--- config.mk ---
export PLATFORM = sky130hd
export DESIGN_NAME = tio_config_regs
export DESIGN_NICKNAME = d
export VERILOG_FILES = /design/src/tio_pkg.sv /design/src/tio_input_filter.sv /design/src/tio_config_regs.sv
export VERILOG_INCLUDE_DIRS = /design/src /design/src/src
export SDC_FILE = /design/constraint.sdc
export NUM_CORES = 1
export LEC_CHECK = 0
export ABC_AREA = 1
export ABC_CLOCK_PERIOD_IN_PS = 1700
export BUFFER_PORTS_ARGS = -buffer_cell sky130_fd_sc_hd__buf_2
export CORE_MARGIN = 4
export CORE_UTILIZATION = 54
export DETAILED_ROUTE_END_ITERATION = 12
export GPL_TIMING_DRIVEN = 0
export MAX_ROUTING_LAYER = met4
export PLACE_DENSITY_LB_ADDON = 0.1
export SYNTH_ARGS = -nofsm -noshare
export SYNTH_HDL_FRONTEND = slang
export SYNTH_SLANG_ARGS = --single-unit
--- constraint.sdc ---
create_clock -name clk -period 1.7 [get_ports clk]
set_clock_uncertainty 0.15 [all_clocks]
set_input_delay 0.17 -clock clk [delete_from_list [all_inputs] [get_ports clk]]
set_output_delay 0.17 -clock clk [all_outputs]
set_load 0.005 [all_outputs]
--- src/tio_map.svh ---
// addresses, reset values and fixed-bit masks of the timer pin configuration
`ifndef TIO_MAP_SVH
`define TIO_MAP_SVH

// ****************************************************************
// register addresses (byte addresses on the processor memory bus)
// ****************************************************************
`define TIO_ADDR_FILTER_EN 20'hf0061
`define TIO_ADDR_OUT_MODE_LO 20'hf01be
`define TIO_ADDR_OUT_MODE_HI 20'hf01bf
`define TIO_ADDR_PORT0_DIR 20'hfff20
`define TIO_ADDR_PORT1_DIR 20'hfff21
`define TIO_ADDR_PORT3_DIR 20'hfff23
`define TIO_ADDR_PORT4_DIR 20'hfff24
`define TIO_ADDR_PORT14_DIR 20'hfff2e
`define TIO_ADDR_INPUT_SWITCH 20'hfff3c

// ****************************************************************
// reset values
// ****************************************************************
`define TIO_RST_FILTER_EN 8'h00
`define TIO_RST_OUT_MODE 8'h00
`define TIO_RST_PORT_DIR 8'hff
`define TIO_RST_INPUT_SWITCH 8'h00

// ****************************************************************
// bits that always read as one (port direction) or are writable
// ****************************************************************
`define TIO_FIX1_PORT0 8'h80
`define TIO_FIX1_PORT1 8'h00
`define TIO_FIX1_PORT3 8'hfc
`define TIO_FIX1_PORT4 8'h00
`define TIO_FIX1_PORT14 8'hc0
`define TIO_WMASK_INPUT_SWITCH 8'h03

// ****************************************************************
// field positions
// ****************************************************************
`define TIO_ISW_EXT_IRQ0 0
`define TIO_ISW_CH7 1
`define TIO_CH7 7

`endif

--- src/tio_pkg.sv ---
// types shared by the timer pin configuration block
package tio_pkg;

  // ****************************************************************
  // processor memory bus
  // ****************************************************************
  typedef struct packed {
    logic wr;
    logic rd;
    logic word;
    logic [19:0] addr;
    logic [7:0] bitmask;
    logic [15:0] wdata;
  } tio_bus_req_s;

  typedef struct packed {
    logic rvalid;
    logic [15:0] rdata;
  } tio_bus_rsp_s;

  // ****************************************************************
  // timer core side
  // ****************************************************************
  typedef struct packed {
    logic [7:0] channel_irq;
    logic [7:0] out_enable_bit;
    logic [7:0] out_level_invert_bit;
    logic out_wr;
    logic [7:0] out_wdata;
  } tio_tmr_in_s;

  // ****************************************************************
  // pins
  // ****************************************************************
  typedef struct packed {
    logic [7:0] timer_in_pin;
    logic serial_rx_pin;
    logic ext_irq0_pin;
  } tio_pins_in_s;

  typedef struct packed {
    logic [7:0] port0;
    logic [7:0] port1;
    logic [7:0] port3;
    logic [7:0] port4;
    logic [7:0] port14;
  } tio_port_byte_s;

  // ****************************************************************
  // state of the whole block
  // ****************************************************************
  typedef struct packed {
    logic [7:0] filter_enable_bit;
    logic [7:0] out_mode_bit;
    logic [7:0] input_switch;
    tio_port_byte_s port_direction_bit;
    tio_port_byte_s port_oe;
    logic [7:0] timer_out;
    logic ext_irq0;
    tio_bus_rsp_s rsp;
  } tio_state_s;

  typedef struct packed {
    logic sync1;
    logic sync2;
    logic prev;
    logic out;
  } tio_flt_state_s;

endpackage : tio_pkg

--- src/tio_input_filter.sv ---
// one timer input: synchroniser with optional two-sample match filter
`timescale 1ns/100ps
module tio_input_filter
  import tio_pkg::*;
(
  // clock and reset
  input wire logic clk,
  input wire logic rstn,
  // input and control
  input wire logic raw_in,
  input wire logic filter_enable_bit,
  // filtered level
  output logic filt_out
);

  tio_flt_state_s state_r;
  tio_flt_state_s state_nxt;

  // ****************************************************************
  // next state
  // ****************************************************************
  always_comb
  begin
    state_nxt = state_r;
    state_nxt.sync1 = raw_in;
    state_nxt.sync2 = state_r.sync1;
    state_nxt.prev = state_r.sync2;
    if (!filter_enable_bit)
    begin
      state_nxt.out = state_r.sync2;
    end
    else if (state_r.sync2 == state_r.prev)
    begin
      state_nxt.out = state_r.sync2;
    end
  end

  always_ff @(posedge clk or negedge rstn)
  begin
    if (!rstn)
    begin
      state_r <= '0;
    end
    else
    begin
      state_r <= state_nxt;
    end
  end

  assign filt_out = state_r.out;

endmodule : tio_input_filter

--- src/tio_config_regs.sv ---
// timer pin configuration: output modes, input switch, filters, directions
`timescale 1ns/100ps
`include "tio_map.svh"
module tio_config_regs
  import tio_pkg::*;
#(
  parameter int NUM_CH = 8
)
(
  // clock and reset
  input wire logic clk,
  input wire logic rstn,
  // processor memory bus
  input wire tio_bus_req_s bus_req,
  output tio_bus_rsp_s bus_rsp,
  // timer core
  input wire tio_tmr_in_s tmr_in,
  output logic [7:0] timer_out,
  output logic [7:0] filtered_timer_in,
  // pins and external interrupt routing
  input wire tio_pins_in_s pins_in,
  output logic ext_irq0_out,
  output tio_port_byte_s port_oe
);

  tio_state_s state_r;
  tio_state_s state_nxt;

  logic [7:0] master_irq;
  logic [7:0] filt_raw;
  logic [7:0] filt_out;
  logic [7:0] tgl_evt;
  logic [7:0] set_evt;
  logic [7:0] rst_evt;

  // ****************************************************************
  // helpers
  // ****************************************************************

  // masked byte update with fixed-one bits forced
  function automatic logic [7:0] upd_byte(
    input logic [7:0] old,
    input logic [7:0] wdata,
    input logic [7:0] mask,
    input logic [7:0] fix1
  );
    logic [7:0] res;
    res = (old & ~mask) | (wdata & mask);
    upd_byte = res | fix1;
  endfunction : upd_byte

  // master interrupt seen by each channel; zero when the channel has none
  function automatic logic [7:0] find_master(
    input logic [7:0] mode,
    input logic [7:0] irq
  );
    logic [7:0] res;
    logic done;
    res = 8'h00;
    for (int q = 0; q < 8; q++)
    begin
      done = 1'b0;
      for (int n = 7; n >= 0; n--)
      begin
        if (!done && n < q && !mode[n])
        begin
          done = 1'b1;
          if ((n % 2) == 0)
          begin
            res[q] = irq[n];
          end
        end
      end
    end
    find_master = res;
  endfunction : find_master

  assign master_irq = find_master(state_r.out_mode_bit, tmr_in.channel_irq);

  // ****************************************************************
  // output events per channel
  // ****************************************************************
  // toggle channels react to their own irq only; a combination channel is
  // set by its master's irq and reset by its own, which is the slave irq
  always_comb
  begin
    tgl_evt = 8'h00;
    set_evt = 8'h00;
    rst_evt = 8'h00;
    for (int q = 0; q < NUM_CH; q++)
    begin
      if (!state_r.out_mode_bit[q])
      begin
        tgl_evt[q] = tmr_in.channel_irq[q];
      end
      else
      begin
        set_evt[q] = master_irq[q];
        rst_evt[q] = tmr_in.channel_irq[q];
      end
    end
  end

  // ****************************************************************
  // input routing and filters
  // ****************************************************************
  always_comb
  begin
    filt_raw = pins_in.timer_in_pin;
    if (state_r.input_switch[`TIO_ISW_CH7])
    begin
      filt_raw[`TIO_CH7] = pins_in.serial_rx_pin;
    end
  end

  generate
    for (genvar g = 0; g < NUM_CH; g++)
    begin : g_filt
      tio_input_filter u_filt (
        .clk(clk),
        .rstn(rstn),
        .raw_in(filt_raw[g]),
        .filter_enable_bit(state_r.filter_enable_bit[g]),
        .filt_out(filt_out[g])
      );
    end
  endgenerate

  // ****************************************************************
  // next state
  // ****************************************************************
  always_comb
  begin
    logic [7:0] bmask;
    logic [7:0] rbyte;
    logic [15:0] rword;
    bmask = bus_req.word ? 8'hff : bus_req.bitmask;
    rbyte = 8'h00;
    rword = 16'h0000;
    state_nxt = state_r;

    // register writes
    if (bus_req.wr)
    begin
      unique case (bus_req.addr)
        `TIO_ADDR_FILTER_EN:
        begin
          state_nxt.filter_enable_bit = upd_byte(state_r.filter_enable_bit,
            bus_req.wdata[7:0], bmask, 8'h00);
        end
        `TIO_ADDR_OUT_MODE_LO:
        begin
          state_nxt.out_mode_bit = upd_byte(state_r.out_mode_bit,
            bus_req.wdata[7:0], bmask, 8'h00);
        end
        `TIO_ADDR_PORT0_DIR:
        begin
          state_nxt.port_direction_bit.port0 = upd_byte(
            state_r.port_direction_bit.port0, bus_req.wdata[7:0], bmask,
            `TIO_FIX1_PORT0);
        end
        `TIO_ADDR_PORT1_DIR:
        begin
          state_nxt.port_direction_bit.port1 = upd_byte(
            state_r.port_direction_bit.port1, bus_req.wdata[7:0], bmask,
            `TIO_FIX1_PORT1);
        end
        `TIO_ADDR_PORT3_DIR:
        begin
          state_nxt.port_direction_bit.port3 = upd_byte(
            state_r.port_direction_bit.port3, bus_req.wdata[7:0], bmask,
            `TIO_FIX1_PORT3);
        end
        `TIO_ADDR_PORT4_DIR:
        begin
          state_nxt.port_direction_bit.port4 = upd_byte(
            state_r.port_direction_bit.port4, bus_req.wdata[7:0], bmask,
            `TIO_FIX1_PORT4);
        end
        `TIO_ADDR_PORT14_DIR:
        begin
          state_nxt.port_direction_bit.port14 = upd_byte(
            state_r.port_direction_bit.port14, bus_req.wdata[7:0], bmask,
            `TIO_FIX1_PORT14);
        end
        `TIO_ADDR_INPUT_SWITCH:
        begin
          state_nxt.input_switch = upd_byte(state_r.input_switch,
            bus_req.wdata[7:0], bmask & `TIO_WMASK_INPUT_SWITCH,
            8'h00);
        end
        default:
        begin
          // upper byte of output mode and unmapped addresses: no effect
        end
      endcase
    end

    // register reads, answered one cycle later
    unique case (bus_req.addr)
      `TIO_ADDR_FILTER_EN:
      begin
        rbyte = state_r.filter_enable_bit;
      end
      `TIO_ADDR_OUT_MODE_LO:
      begin
        rbyte = state_r.out_mode_bit;
      end
      `TIO_ADDR_PORT0_DIR:
      begin
        rbyte = state_r.port_direction_bit.port0;
      end
      `TIO_ADDR_PORT1_DIR:
      begin
        rbyte = state_r.port_direction_bit.port1;
      end
      `TIO_ADDR_PORT3_DIR:
      begin
        rbyte = state_r.port_direction_bit.port3;
      end
      `TIO_ADDR_PORT4_DIR:
      begin
        rbyte = state_r.port_direction_bit.port4;
      end
      `TIO_ADDR_PORT14_DIR:
      begin
        rbyte = state_r.port_direction_bit.port14;
      end
      `TIO_ADDR_INPUT_SWITCH:
      begin
        rbyte = state_r.input_switch;
      end
      default:
      begin
        // upper output mode byte and unmapped addresses read as zero
        rbyte = 8'h00;
      end
    endcase
    // a word read of the output mode carries a zero upper byte
    rword = {8'h00, rbyte};
    state_nxt.rsp.rvalid = bus_req.rd;
    state_nxt.rsp.rdata = bus_req.rd ? rword : 16'h0000;

    // timer output per channel
    for (int q = 0; q < NUM_CH; q++)
    begin
      if (tmr_in.out_enable_bit[q])
      begin
        if (!state_r.out_mode_bit[q])
        begin
          // toggle: inversion bit plays no part
          if (tgl_evt[q])
          begin
            state_nxt.timer_out[q] = ~state_r.timer_out[q];
          end
        end
        else
        begin
          // simultaneous events: the slave's reset wins
          if (rst_evt[q])
          begin
            state_nxt.timer_out[q] =
              tmr_in.out_level_invert_bit[q];
          end
          else if (set_evt[q])
          begin
            state_nxt.timer_out[q] =
              ~tmr_in.out_level_invert_bit[q];
          end
        end
      end
      else if (tmr_in.out_wr)
      begin
        state_nxt.timer_out[q] = tmr_in.out_wdata[q];
      end
    end

    // external interrupt 0 routing
    if (state_r.input_switch[`TIO_ISW_EXT_IRQ0])
    begin
      // break and sync field widths are measured on the receive pin
      state_nxt.ext_irq0 = pins_in.serial_rx_pin;
    end
    else
    begin
      state_nxt.ext_irq0 = pins_in.ext_irq0_pin;
    end

    // output buffers follow the direction registers
    // fixed bits stay one in the direction, so their buffers stay off
    state_nxt.port_oe = ~state_nxt.port_direction_bit;
  end

  // ****************************************************************
  // state register
  // ****************************************************************
  always_ff @(posedge clk or negedge rstn)
  begin
    if (!rstn)
    begin
      state_r.filter_enable_bit <= `TIO_RST_FILTER_EN;
      state_r.out_mode_bit <= `TIO_RST_OUT_MODE;
      state_r.input_switch <= `TIO_RST_INPUT_SWITCH;
      state_r.port_direction_bit <= {5{`TIO_RST_PORT_DIR}};
      state_r.port_oe <= '0;
      state_r.timer_out <= 8'h00;
      state_r.ext_irq0 <= 1'b0;
      state_r.rsp <= '0;
    end
    else
    begin
      state_r <= state_nxt;
    end
  end

  // ****************************************************************
  // outputs
  // ****************************************************************
  assign bus_rsp = state_r.rsp;
  assign timer_out = state_r.timer_out;
  assign filtered_timer_in = filt_out;
  assign ext_irq0_out = state_r.ext_irq0;
  assign port_oe = state_r.port_oe;

endmodule : tio_config_regs

==> metrics.txt, run 1 <==
max-cap viol count=0; Min Clock Period, post-route=1600 ps; Int Power=0.00626 W; die span in x=124 µm; Mapped Avg Cell Area=8.66 µm²; later-pin clock latency in the skew report=430 ps; Synth cell types=34; Clock power frac=0.465; Cell Area, Synth=7260 µm²; total grt overflow=0; Hold Crit Class=in2reg; Max IR drop VDD=0.000686 V; relative slew slack=0.471; CTS buffer count=17; Detail Route met3 WL=1.20 mm; CP Launch Type=flop; Initial DRC Count=449; RSZ-0062 raised after global routing=no; most frequent cells in the layout=nand2_1, buf_2, inv_1; Top Metal Used=met4; fmax=626 MHz; #FFs+latches synth=148; H-Tree Depth=4; Die H=124 µm; Worst EP arrival=1800 ps; clock tree buffer depth=2; gr usage total=0.255; placed cell count=1,169; CTS clk-pin slew, worst paths=50 ps; vias per cell=4.81; core area=13,200 µm²; Switching Fraction=0.227; DRT Pass-1 Iters=7; antenna-violating nets left=0; Reg power frac=0.452; Tightest Pin Transition=785 ps; CTS tree=built; sequential fraction of the synthesis area=0.517; clock sinks=148; Ports=166; largest net degree at the start of global routing=90; Gate Count Post-Synth=838; CP max FO=4; Max Slew Vio Count=0; Fin. Hold Viols=0; most common cell after layout, fill and taps aside=nand2_1; status=complete, no violations; vias in the first global route=5,906; Initial Util=0.550; Lkg Pwr=4.82 nW; Site Rows=42; fill count=1,004; first-pass GRT wire length=29.1 mm; final net count=1,155; Net Switching=0.00184 W; Met1 Wirelength=8.17 mm; Synth Warn #=0; met2 wire length=8.59 mm; fin cells=1,251; fin crit share=0.939; CP Data Required Time=1910 ps; Worst Path Class, Setup=reg2reg; power per cell area=863 nW/µm²; WL final=18.3 mm; combinational share of power=0.083; post-DP HPWL=13.0 mm; Routed WL per cell=14.6 µm; ant diodes=0; Clock Tree Root=clkbuf_16; Hold Slack=31.8 ps; Critical Path End Type=flop; P&R area growth vs syn=29.3%; Die ar.=15,400 µm²; residual DRC count=0; initial antenna violation count=0; share of cells above drive strength 1=0.328; IO Port Bufs=147; final setup fails=0; DR vias=6,018; GPL Wtd Cong=0.900
synth_stat cells, drive strengths merged:
cell type / number / area, µm²
a22oi: 2 / 15.0
conb: 1 / 3.75
a32oi: 1 / 8.76
nand4: 16 / 100
nand3: 43 / 215
a22o: 2 / 17.5
buf: 85 / 657
nand2: 171 / 659
o22ai: 1 / 6.26
o21ai: 75 / 435
inv: 155 / 582
dfstp: 40 / 1050
xnor2: 1 / 8.76
o21bai: 25 / 218
o211ai: 9 / 67.6
nor3: 4 / 42.5
clkinv: 1 / 3.75
nor2: 66 / 293
dfrtp: 108 / 2700
o31ai: 2 / 15.0
a21oi: 29 / 145
xor2: 1 / 8.76
cell type report:
| type | count | area (µm²) | share of cell area |
|---|---|---|---|
| sequential | 148 | 3750 | 0.400 |
| tap | 176 | 220 | 0.0235 |
| inverter | 156 | 589 | 0.0628 |
| multi-input combinational | 456 | 2290 | 0.244 |
| timing repair buffer | 199 | 1280 | 0.137 |
| buffer | 85 | 657 | 0.0700 |
| clock buffer | 21 | 450 | 0.0480 |
| clock inverter | 10 | 135 | 0.0144 |
timing repair:
| action | in CTS | in global routing |
|---|---|---|
| resized for setup | 0 | 7 |
| hold endpoints to repair | 116 | 0 |
| setup endpoints to repair | 0 | 4 |
| buffers inserted | 0 | 0 |
| hold buffers | 51 | 0 |
worst paths after layout:
kind / start / endpoint / slack, ps / cells past startpoint
max: flop / timer_out[0] / 100 / 4
min: tmr_in[12] / timer_out[3] / 30 / 4
max reg2reg: flop / timer_out[0] / 100 / 4
min reg2reg: g_filt[1].u_filt.state_nxt[2] / g_filt[1].u_filt.state_nxt[1] / 200 / 0
max in group asynchronous: rstn / state_r[78] / 390 / 3
min in group asynchronous: rstn / g_filt[1].u_filt.state_nxt[1] / 140 / 2
power by group through the flow:
stage	Combinational [W]	Sequential [W]	Clock, W
6_report	0.000672	0.00366	0.00377
4_1_cts	0.000667	0.00366	0.00383
2_1_floorplan	0.000275	0.00370	0
3_3_place_gp	0.000556	0.00371	0
3_5_place_dp	0.000570	0.00371	0
5_1_grt	0.000753	0.00366	0.00397
routing by layer:
metal,vias to the layer above,global-route usage
met2,198,0.401
met5,-,-
met4,0,0.0815
met1,2790,0.342
met3,31,0.0436
li1,2999,-
cells by family after synthesis:
family,share of synthesized area
DFF,0.517
AOI/OAI and AO/OA,0.128
buffers and inverters,0.171
xor gates and xnor gates,0.00241
other,0.000517
and+or+nand+nor,0.181
through the flow:
stage | area, µm² | setup slack [ps] | TNS (ps) | util | power, W
after floorplan | 7280 | 261 | 0 | - | 0.00398
after detailed placement | 8270 | -256 | -6300 | 0.627 | 0.00428
after CTS | 9370 | 22.3 | 0 | 0.710 | 0.00815
after global placement | 8240 | -1850 | -243380 | 0.625 | 0.00427
after global routing | 9380 | 23.8 | 0 | 0.711 | 0.00839
final | 9380 | 103 | 0 | 0.711 | 0.00810
worst max-delay path, cell delays in order (launching register included):
cell,delay (ps)
dfrtp_1,440
o21ai_1,150
nand2_1,60
a32oi_1,160
dlygate4sd3_1,570
No activity file was read; power rests on OpenSTA's default activity.
==> run 2: changes to the inputs <==
==> constraint.sdc (replaced) <==
create_clock -name clk -period 1.7 [get_ports clk]
set_clock_uncertainty 0.15 [all_clocks]
set_input_delay 0.51 -clock clk [delete_from_list [all_inputs] [get_ports clk]]
set_output_delay 0.51 -clock clk [all_outputs]
set_load 0.005 [all_outputs]
==> run 2 against run 1 <==
Sequential share of layout area up 0.18 points. Sequential power about the same. Clock power up 9.0%. Setup slack worse by 77 ps. Core utilization down 0.30 points. Combinational power about the same. Via count down 4.0%. Die area unchanged. Total power up 4.2%. Non-clock buffer count down 78. Critical path type is now reg2out. Largest power group unchanged.
==> metrics.txt, run 2 (synthesized netlist as in run 1, its figures left out) <==
status=complete, no violations; most common cell after layout, fill and taps aside=nand2_1; H-Tree Depth=4 (unchanged); antenna-violating nets left=0 (unchanged); CP Data Required Time=1040 ps (-870 ps); CP Launch Type=flop; final setup fails=0 (unchanged); Max IR drop VDD=0.000998 V (+45%); vias in the first global route=5,662 (-4.1%); post-DP HPWL=12.9 mm (-1.1%); worst-path cell chain=buf_4, buf_2; Routed WL per cell=15.4 µm (+5.5%); Total Power=0.00844 W (+4.2%); Worst Path Class, Setup=reg2out; largest stage delay on the critical path=350 ps (-220 ps); register area=3750 µm² (about the same); GPL Wtd Cong=0.921 (+2.3%); initial antenna violation count=0 (unchanged); final core utilization=0.708 (-0.00304); core area=13,200 µm² (unchanged); buffer and inverter count on the worst path=2 (+1); fill count=1,006 (+0.20%); Clock Tree Root=clkbuf_16; largest net degree at the start of global routing=98 (+8.9%); die span in x=124 µm (unchanged); Max Slew Vio Count=0 (unchanged); Initial DRC Count=348 (-22%); DR vias=5,775 (-4.0%); P&R area growth vs syn=28.7%; ant diodes=0 (unchanged); CTS clk-pin slew, worst paths=60 ps (about the same); Worst EP arrival=1010 ps (-790 ps); DRT Pass-1 Iters=5 (-2); WL final=18.1 mm (-0.99%); first-pass GRT wire length=27.7 mm (-4.7%); multi-input gate area in the final layout=2460 µm² (+7.4%); Site Rows=42 (unchanged); fin crit share=0.984 (+0.0451); max-cap viol count=0 (unchanged); CTS tree=built; CTS buffer count=17 (unchanged); IO Port Bufs=147 (unchanged); Initial Util=0.550 (unchanged); clock tree buffer depth=2 (unchanged); Tightest Pin Transition=666 ps (-118 ps); CP max-delay cell=dfrtp_1; Design Area, Final=9340 µm² (-0.43%); Ports=166 (unchanged); residual DRC count=0 (unchanged); Critical Path End Type=primary output; vias per cell=4.92 (+2.3%); clock sinks=148 (unchanged); relative slew slack=0.553 (+0.0814); RSZ-0062 raised after global routing=yes; worst hold stages=1 (-3); DP Worst Slack=-615 ps (-359 ps); Fin. Hold Viols=0 (unchanged); Die ar.=15,400 µm² (unchanged); final net count=1,077 (-6.8%); Area after DPL=8360 µm² (+1.1%); CP max FO=1 (-3); total grt overflow=0 (unchanged); CP top delay family=flip-flops; share of cells above drive strength 1=0.359 (+0.0303); Hold Crit Class=in2reg; Min Clock Period, post-route=1670 ps (+76.7 ps); R2R cell count=10 (+6); fmax=598 MHz (-4.6%); power per cell area=903 nW/µm² (+4.7%); gr usage total=0.246 (-0.00910); later-pin clock latency in the skew report=420 ps (about the same); Lkg Pwr=4.73 nW (-1.9%); Die H=124 µm (unchanged); most frequent cells in the layout=nand2_1, inv_1, dfrtp_1; Levels on crit path=2 (-2); Final WS setup=26.8 ps (-76.7 ps)
==> run 2: layer usage <==
metal  vias up  share of wire  global-route usage
met5         -              0                   -
met2       186           0.47               0.379
met1      2711           0.45               0.327
li1       2849              -                   -
met3        29          0.066              0.0568
met4         0          0.019              0.0794
==> run 2: per-stage QoR <==
| stage | TNS [ps] | hold WS [ps] | std cells |
|---|---|---|---|
| final | 0 | 38.3 | 1174 |
| after global routing | -429 | 20.8 | 1174 |
| after CTS | -0.657 | 23.2 | 1188 |
| after detailed placement | -37990 | 185 | 1169 |
| after global placement | -316510 | 184 | 1168 |
| after floorplan | -291 | 64.4 | 845 |
==> run 2: path summary, 6_finish.rpt <==
kind / start / to / slack, ps
max in group asynchronous: rstn / state_r[102] / 220
max: bus_rsp[0] / bus_rsp[0] / 30
min in group asynchronous: rstn / g_filt[1].u_filt.filt_out / 470
min reg2reg: g_filt[6].u_filt.state_nxt[2] / g_filt[6].u_filt.state_nxt[1] / 200
max reg2reg: flop / timer_out[7] / 130
min: pins_in[7] / g_filt[5].u_filt.state_nxt[2] / 40
==> run 2: worst register-to-register path: stages (launching register included) <==
cell	delay [ps]
dfrtp_2	450
inv_2	90
nand4_1	130
nand2_1	100
nand2_1	80
o21ai_0	150
nand2_1	80
nand2_1	80
nand2_1	50
nand2_1	50
nand2_1	40
==> run 2: area by class of cell <==
cell class                 count  area share
multi-input combinational    456       0.263
tap                          176      0.0236
clock inverter                 9      0.0188
timing repair buffer         181       0.152
clock buffer                  23      0.0512
sequential                   148       0.402
buffer                        25      0.0241
inverter                     156      0.0647
==> run 2: timing repair <==
action / CTS / global route
gates cloned: 0 / 4
endpoints found under the setup margin: 51 / 184
setup buffers: 15 / 13
hold endpoints to repair: 35 / 0
resized for setup: 35 / 68
hold buffers: 1 / 0
pin swaps: 1 / 9
==> run 2: power by group <==
part | internal, W | switching (W)
clock network | 0.00271 | 0.00140
logic | 0.000305 | 0.000364
registers | 0.00361 | 0.0000481
total | 0.00663 | 0.00181
==> run 3: changes to the inputs <==
Settings changed: ABC_AREA 1 to 0.
==> run 3 against run 2 <==
The flow now finishes with violations (setup timing). Core utilization increased by 6.6 points. Area after synthesis fell by 3.5%. Die area decreased by 3.3%. Sequential share of layout area fell by 1.9 points. Clock power fell by 11%. Sequential power is essentially flat. Synthesized cell count shrank 26%. Via count down 5.7%. Combinational power up 16%. Wire length is 6.8% higher. Total power decreased by 4.4%.
==> metrics.txt, run 3 <==
status=finished, violations left; failing checks=setup timing; max-cap viol count=0 (unchanged); Ports=166 (unchanged); Max Slew Vio Count=0 (unchanged); global-route met1 utilization=0.345 (+0.0185); #FFs+latches synth=148 (unchanged); Die ar.=14,900 µm² (-3.3%); first-pass GRT wire length=29.2 mm (+5.4%); Initial Util=0.553 (+0.00250); total grt overflow=0 (unchanged); initial antenna violation count=0 (unchanged); clock sinks=148 (unchanged); Synth area leader=dfrtp_1; power per cell area=822 nW/µm² (-9.0%); Routed WL per cell=19.8 µm (+29%); Cell Area, Synth=7000 µm² (-3.5%); DR vias=5,444 (-5.7%); Worst EP arrival=2390 ps (+1380 ps); worst hold stages=1 (unchanged); vias per cell=5.58 (+14%); residual DRC count=0 (unchanged); CP max-delay cell=or4_4; Initial DRC Count=434 (+25%); CTS clk-pin slew, worst paths=60 ps (about the same); Lkg Pwr=4.38 nW (-7.5%); Post-synth EDFFs=0 (unchanged); Mapped Avg Cell Area=11.3 µm² (+31%); DRT Pass-1 Iters=5 (unchanged); gr usage total=0.265 (+0.0191); Synth Warn #=0 (unchanged); IO Port Bufs=142 (-3.4%); CP max FO=4 (+3); P&R area growth vs syn=40.1%; fin cells=975 (-17%); Clock Tree Root=clkbuf_16; Fin. Hold Viols=0 (unchanged); Design Area, Final=9810 µm² (+5.0%); WL final=19.3 mm (+6.8%); final setup fails=107 (+107); placed cell count=939 (-20%); clock tree buffer depth=2 (unchanged); fin crit share=1.31 (+0.326); Synth cell types=55 (+62%); Worst Path Class, Setup=in2reg; Synth async-reset ratio=1.00 (unchanged); sequential fraction of the synthesis area=0.536 (+0.0188); Gate Count Post-Synth=617 (-26%); R2R cell count=6 (-4); fmax=449 MHz (-25%); CTS tree=built; Max IR drop VDD=0.000643 V (-36%); GPL Wtd Cong=0.860 (-6.7%); multi-input gate area in the final layout=3140 µm² (+28%); antenna-violating nets left=0 (unchanged); Site Rows=41 (-2.4%); Area after DPL=8270 µm² (-1.1%); core area=12,700 µm² (-3.9%); register-to-register path setup slack=-90 ps (-220 ps); vias in the first global route=5,661 (-0.018%); worst-path cell chain=buf_6, or4_4, or4_4, or2_1, buf_6, nor2_4, mux2_4; Critical Path End Type=flop; Tightest Pin Transition=1260 ps (+592 ps); register area=3760 µm² (about the same); final core utilization=0.774 (+0.0661); post-DP HPWL=11.9 mm (-7.4%); most frequent cells in the layout=dfrtp_1, buf_6, buf_2; share of cells above drive strength 1=0.542 (+0.183); RSZ-0062 raised after global routing=yes; GR peak layer=met2; Post-synth top cells=dfrtp_1, buf_4, mux2i_1, nand2_1, dfstp_2; most common cell after layout, fill and taps aside=dfrtp_1; CTS buffer count=17 (unchanged); later-pin clock latency in the skew report=420 ps (about the same); largest stage delay on the critical path=510 ps (+160 ps); grt met2 use=0.408 (+0.0290); Total Power=0.00806 W (-4.4%); GR Layer Usage met3=0.0622 (+0.00544); relative slew slack=0.152 (-0.400); Main synth FF type=dfrtp_1; H-Tree Depth=4 (unchanged); CP Data Required Time=1860 ps (+820 ps); Min Clock Period, post-route=2230 ps (+554 ps); die span in x=122 µm (-1.7%); count leader, synth=dfrtp_1; ant diodes=0 (unchanged); Final WS setup=-528 ps (-554 ps); fill count=787 (-22%); top cells by area, synth=dfrtp_1, dfstp_2, buf_4; final net count=882 (-18%); Die H=122 µm (-1.7%); Hold Crit Class=in2reg; largest net degree at the start of global routing=105 (+7.1%); CP Launch Type=primary input; Synth top area share=0.386 (+0.0135)
-- run 3: cell types whose count changed after synthesis, sizes merged, moves of 14 or more --
cell | before | now
o21bai | 25 | 0
nand2 | 171 | 41
mux2 | 0 | 40
o21ai | 75 | 32
inv | 155 | 12
mux2i | 0 | 49
nor2 | 66 | 37
clkbuf | 0 | 14
nand3 | 43 | 19
-- run 3: through the flow --
step | hold WS, ps | TNS, ps | worst slack (ps)
finish | 39.3 | -29480 | -528
global route | 17.7 | -32640 | -544
global placement | 182 | -356010 | -2040
CTS | 23.6 | -18840 | -481
floorplan | 64.4 | -44070 | -783
detailed placement | 190 | -90280 | -1370
-- run 3: what timing repair did --
| action | CTS | global route |
|---|---|---|
| hold buffers | 1 | 0 |
| setup endpoints to repair | 150 | 234 |
| buffers inserted | 50 | 15 |
| pin swaps | 44 | 27 |
| hold endpoints to repair | 30 | 0 |
| gates cloned | 0 | 1 |
| gates resized for setup | 131 | 68 |
-- run 3: layer usage --
layer / wire length, µm / share of wire / vias to the layer above
met1: 8060 / 0.42 / 2686
met3: 1430 / 0.074 / 39
met5: 0 / 0 / -
li1: - / - / 2448
met4: 421 / 0.022 / 0
met2: 9420 / 0.49 / 271
-- run 3: logic make-up (layout without fill, tap and decap cells) --
kind of cell	after synthesis	after routing	share of synthesized area
AND/OR/NAND/NOR	157	157	0.120
flip-flops	148	148	0.536
AO/OA/AOI/OAI	108	108	0.0994
buffers and inverters	106	285	0.0995
multiplexers	89	89	0.134
XOR/XNOR	8	8	0.0100
other	1	8	0.000536
-- run 3: worst max-delay path, delay by kind of cell --
family / cells / cell delay (ps)
muxes: 1 / 300
buffers and inverters: 2 / 240
and+or+nand+nor: 4 / 1340
-- run 3: final cells by class --
cell class                      instances  share of cell area
Buffer                                 32              0.0249
Multi-Input combinational cell        370               0.320
Clock buffer                           19              0.0452
Clock inverter                         13              0.0135
Inverter                               12             0.00459
Sequential cell                       148               0.383
Timing Repair Buffer                  209               0.186
Tap cell                              172              0.0219
-- run 3: worst paths after layout --
path	startpoint	endpoint
max	bus_req[36]	flop
min	pins_in[5]	g_filt[3].u_filt.state_nxt[2]
max reg2reg	flop	timer_out[7]
min reg2reg	g_filt[1].u_filt.state_nxt[2]	g_filt[1].u_filt.state_nxt[1]
max in group asynchronous	rstn	state_r[92]
min in group asynchronous	rstn	g_filt[1].u_filt.state_nxt[1]
-- run 3: report_power, final --
part | switching, W | internal, W | total [W]
Sequential | 0.0000474 | 0.00360 | 0.00365
Clock | 0.00145 | 0.00219 | 0.00364
Combinational | 0.000411 | 0.000363 | 0.000774
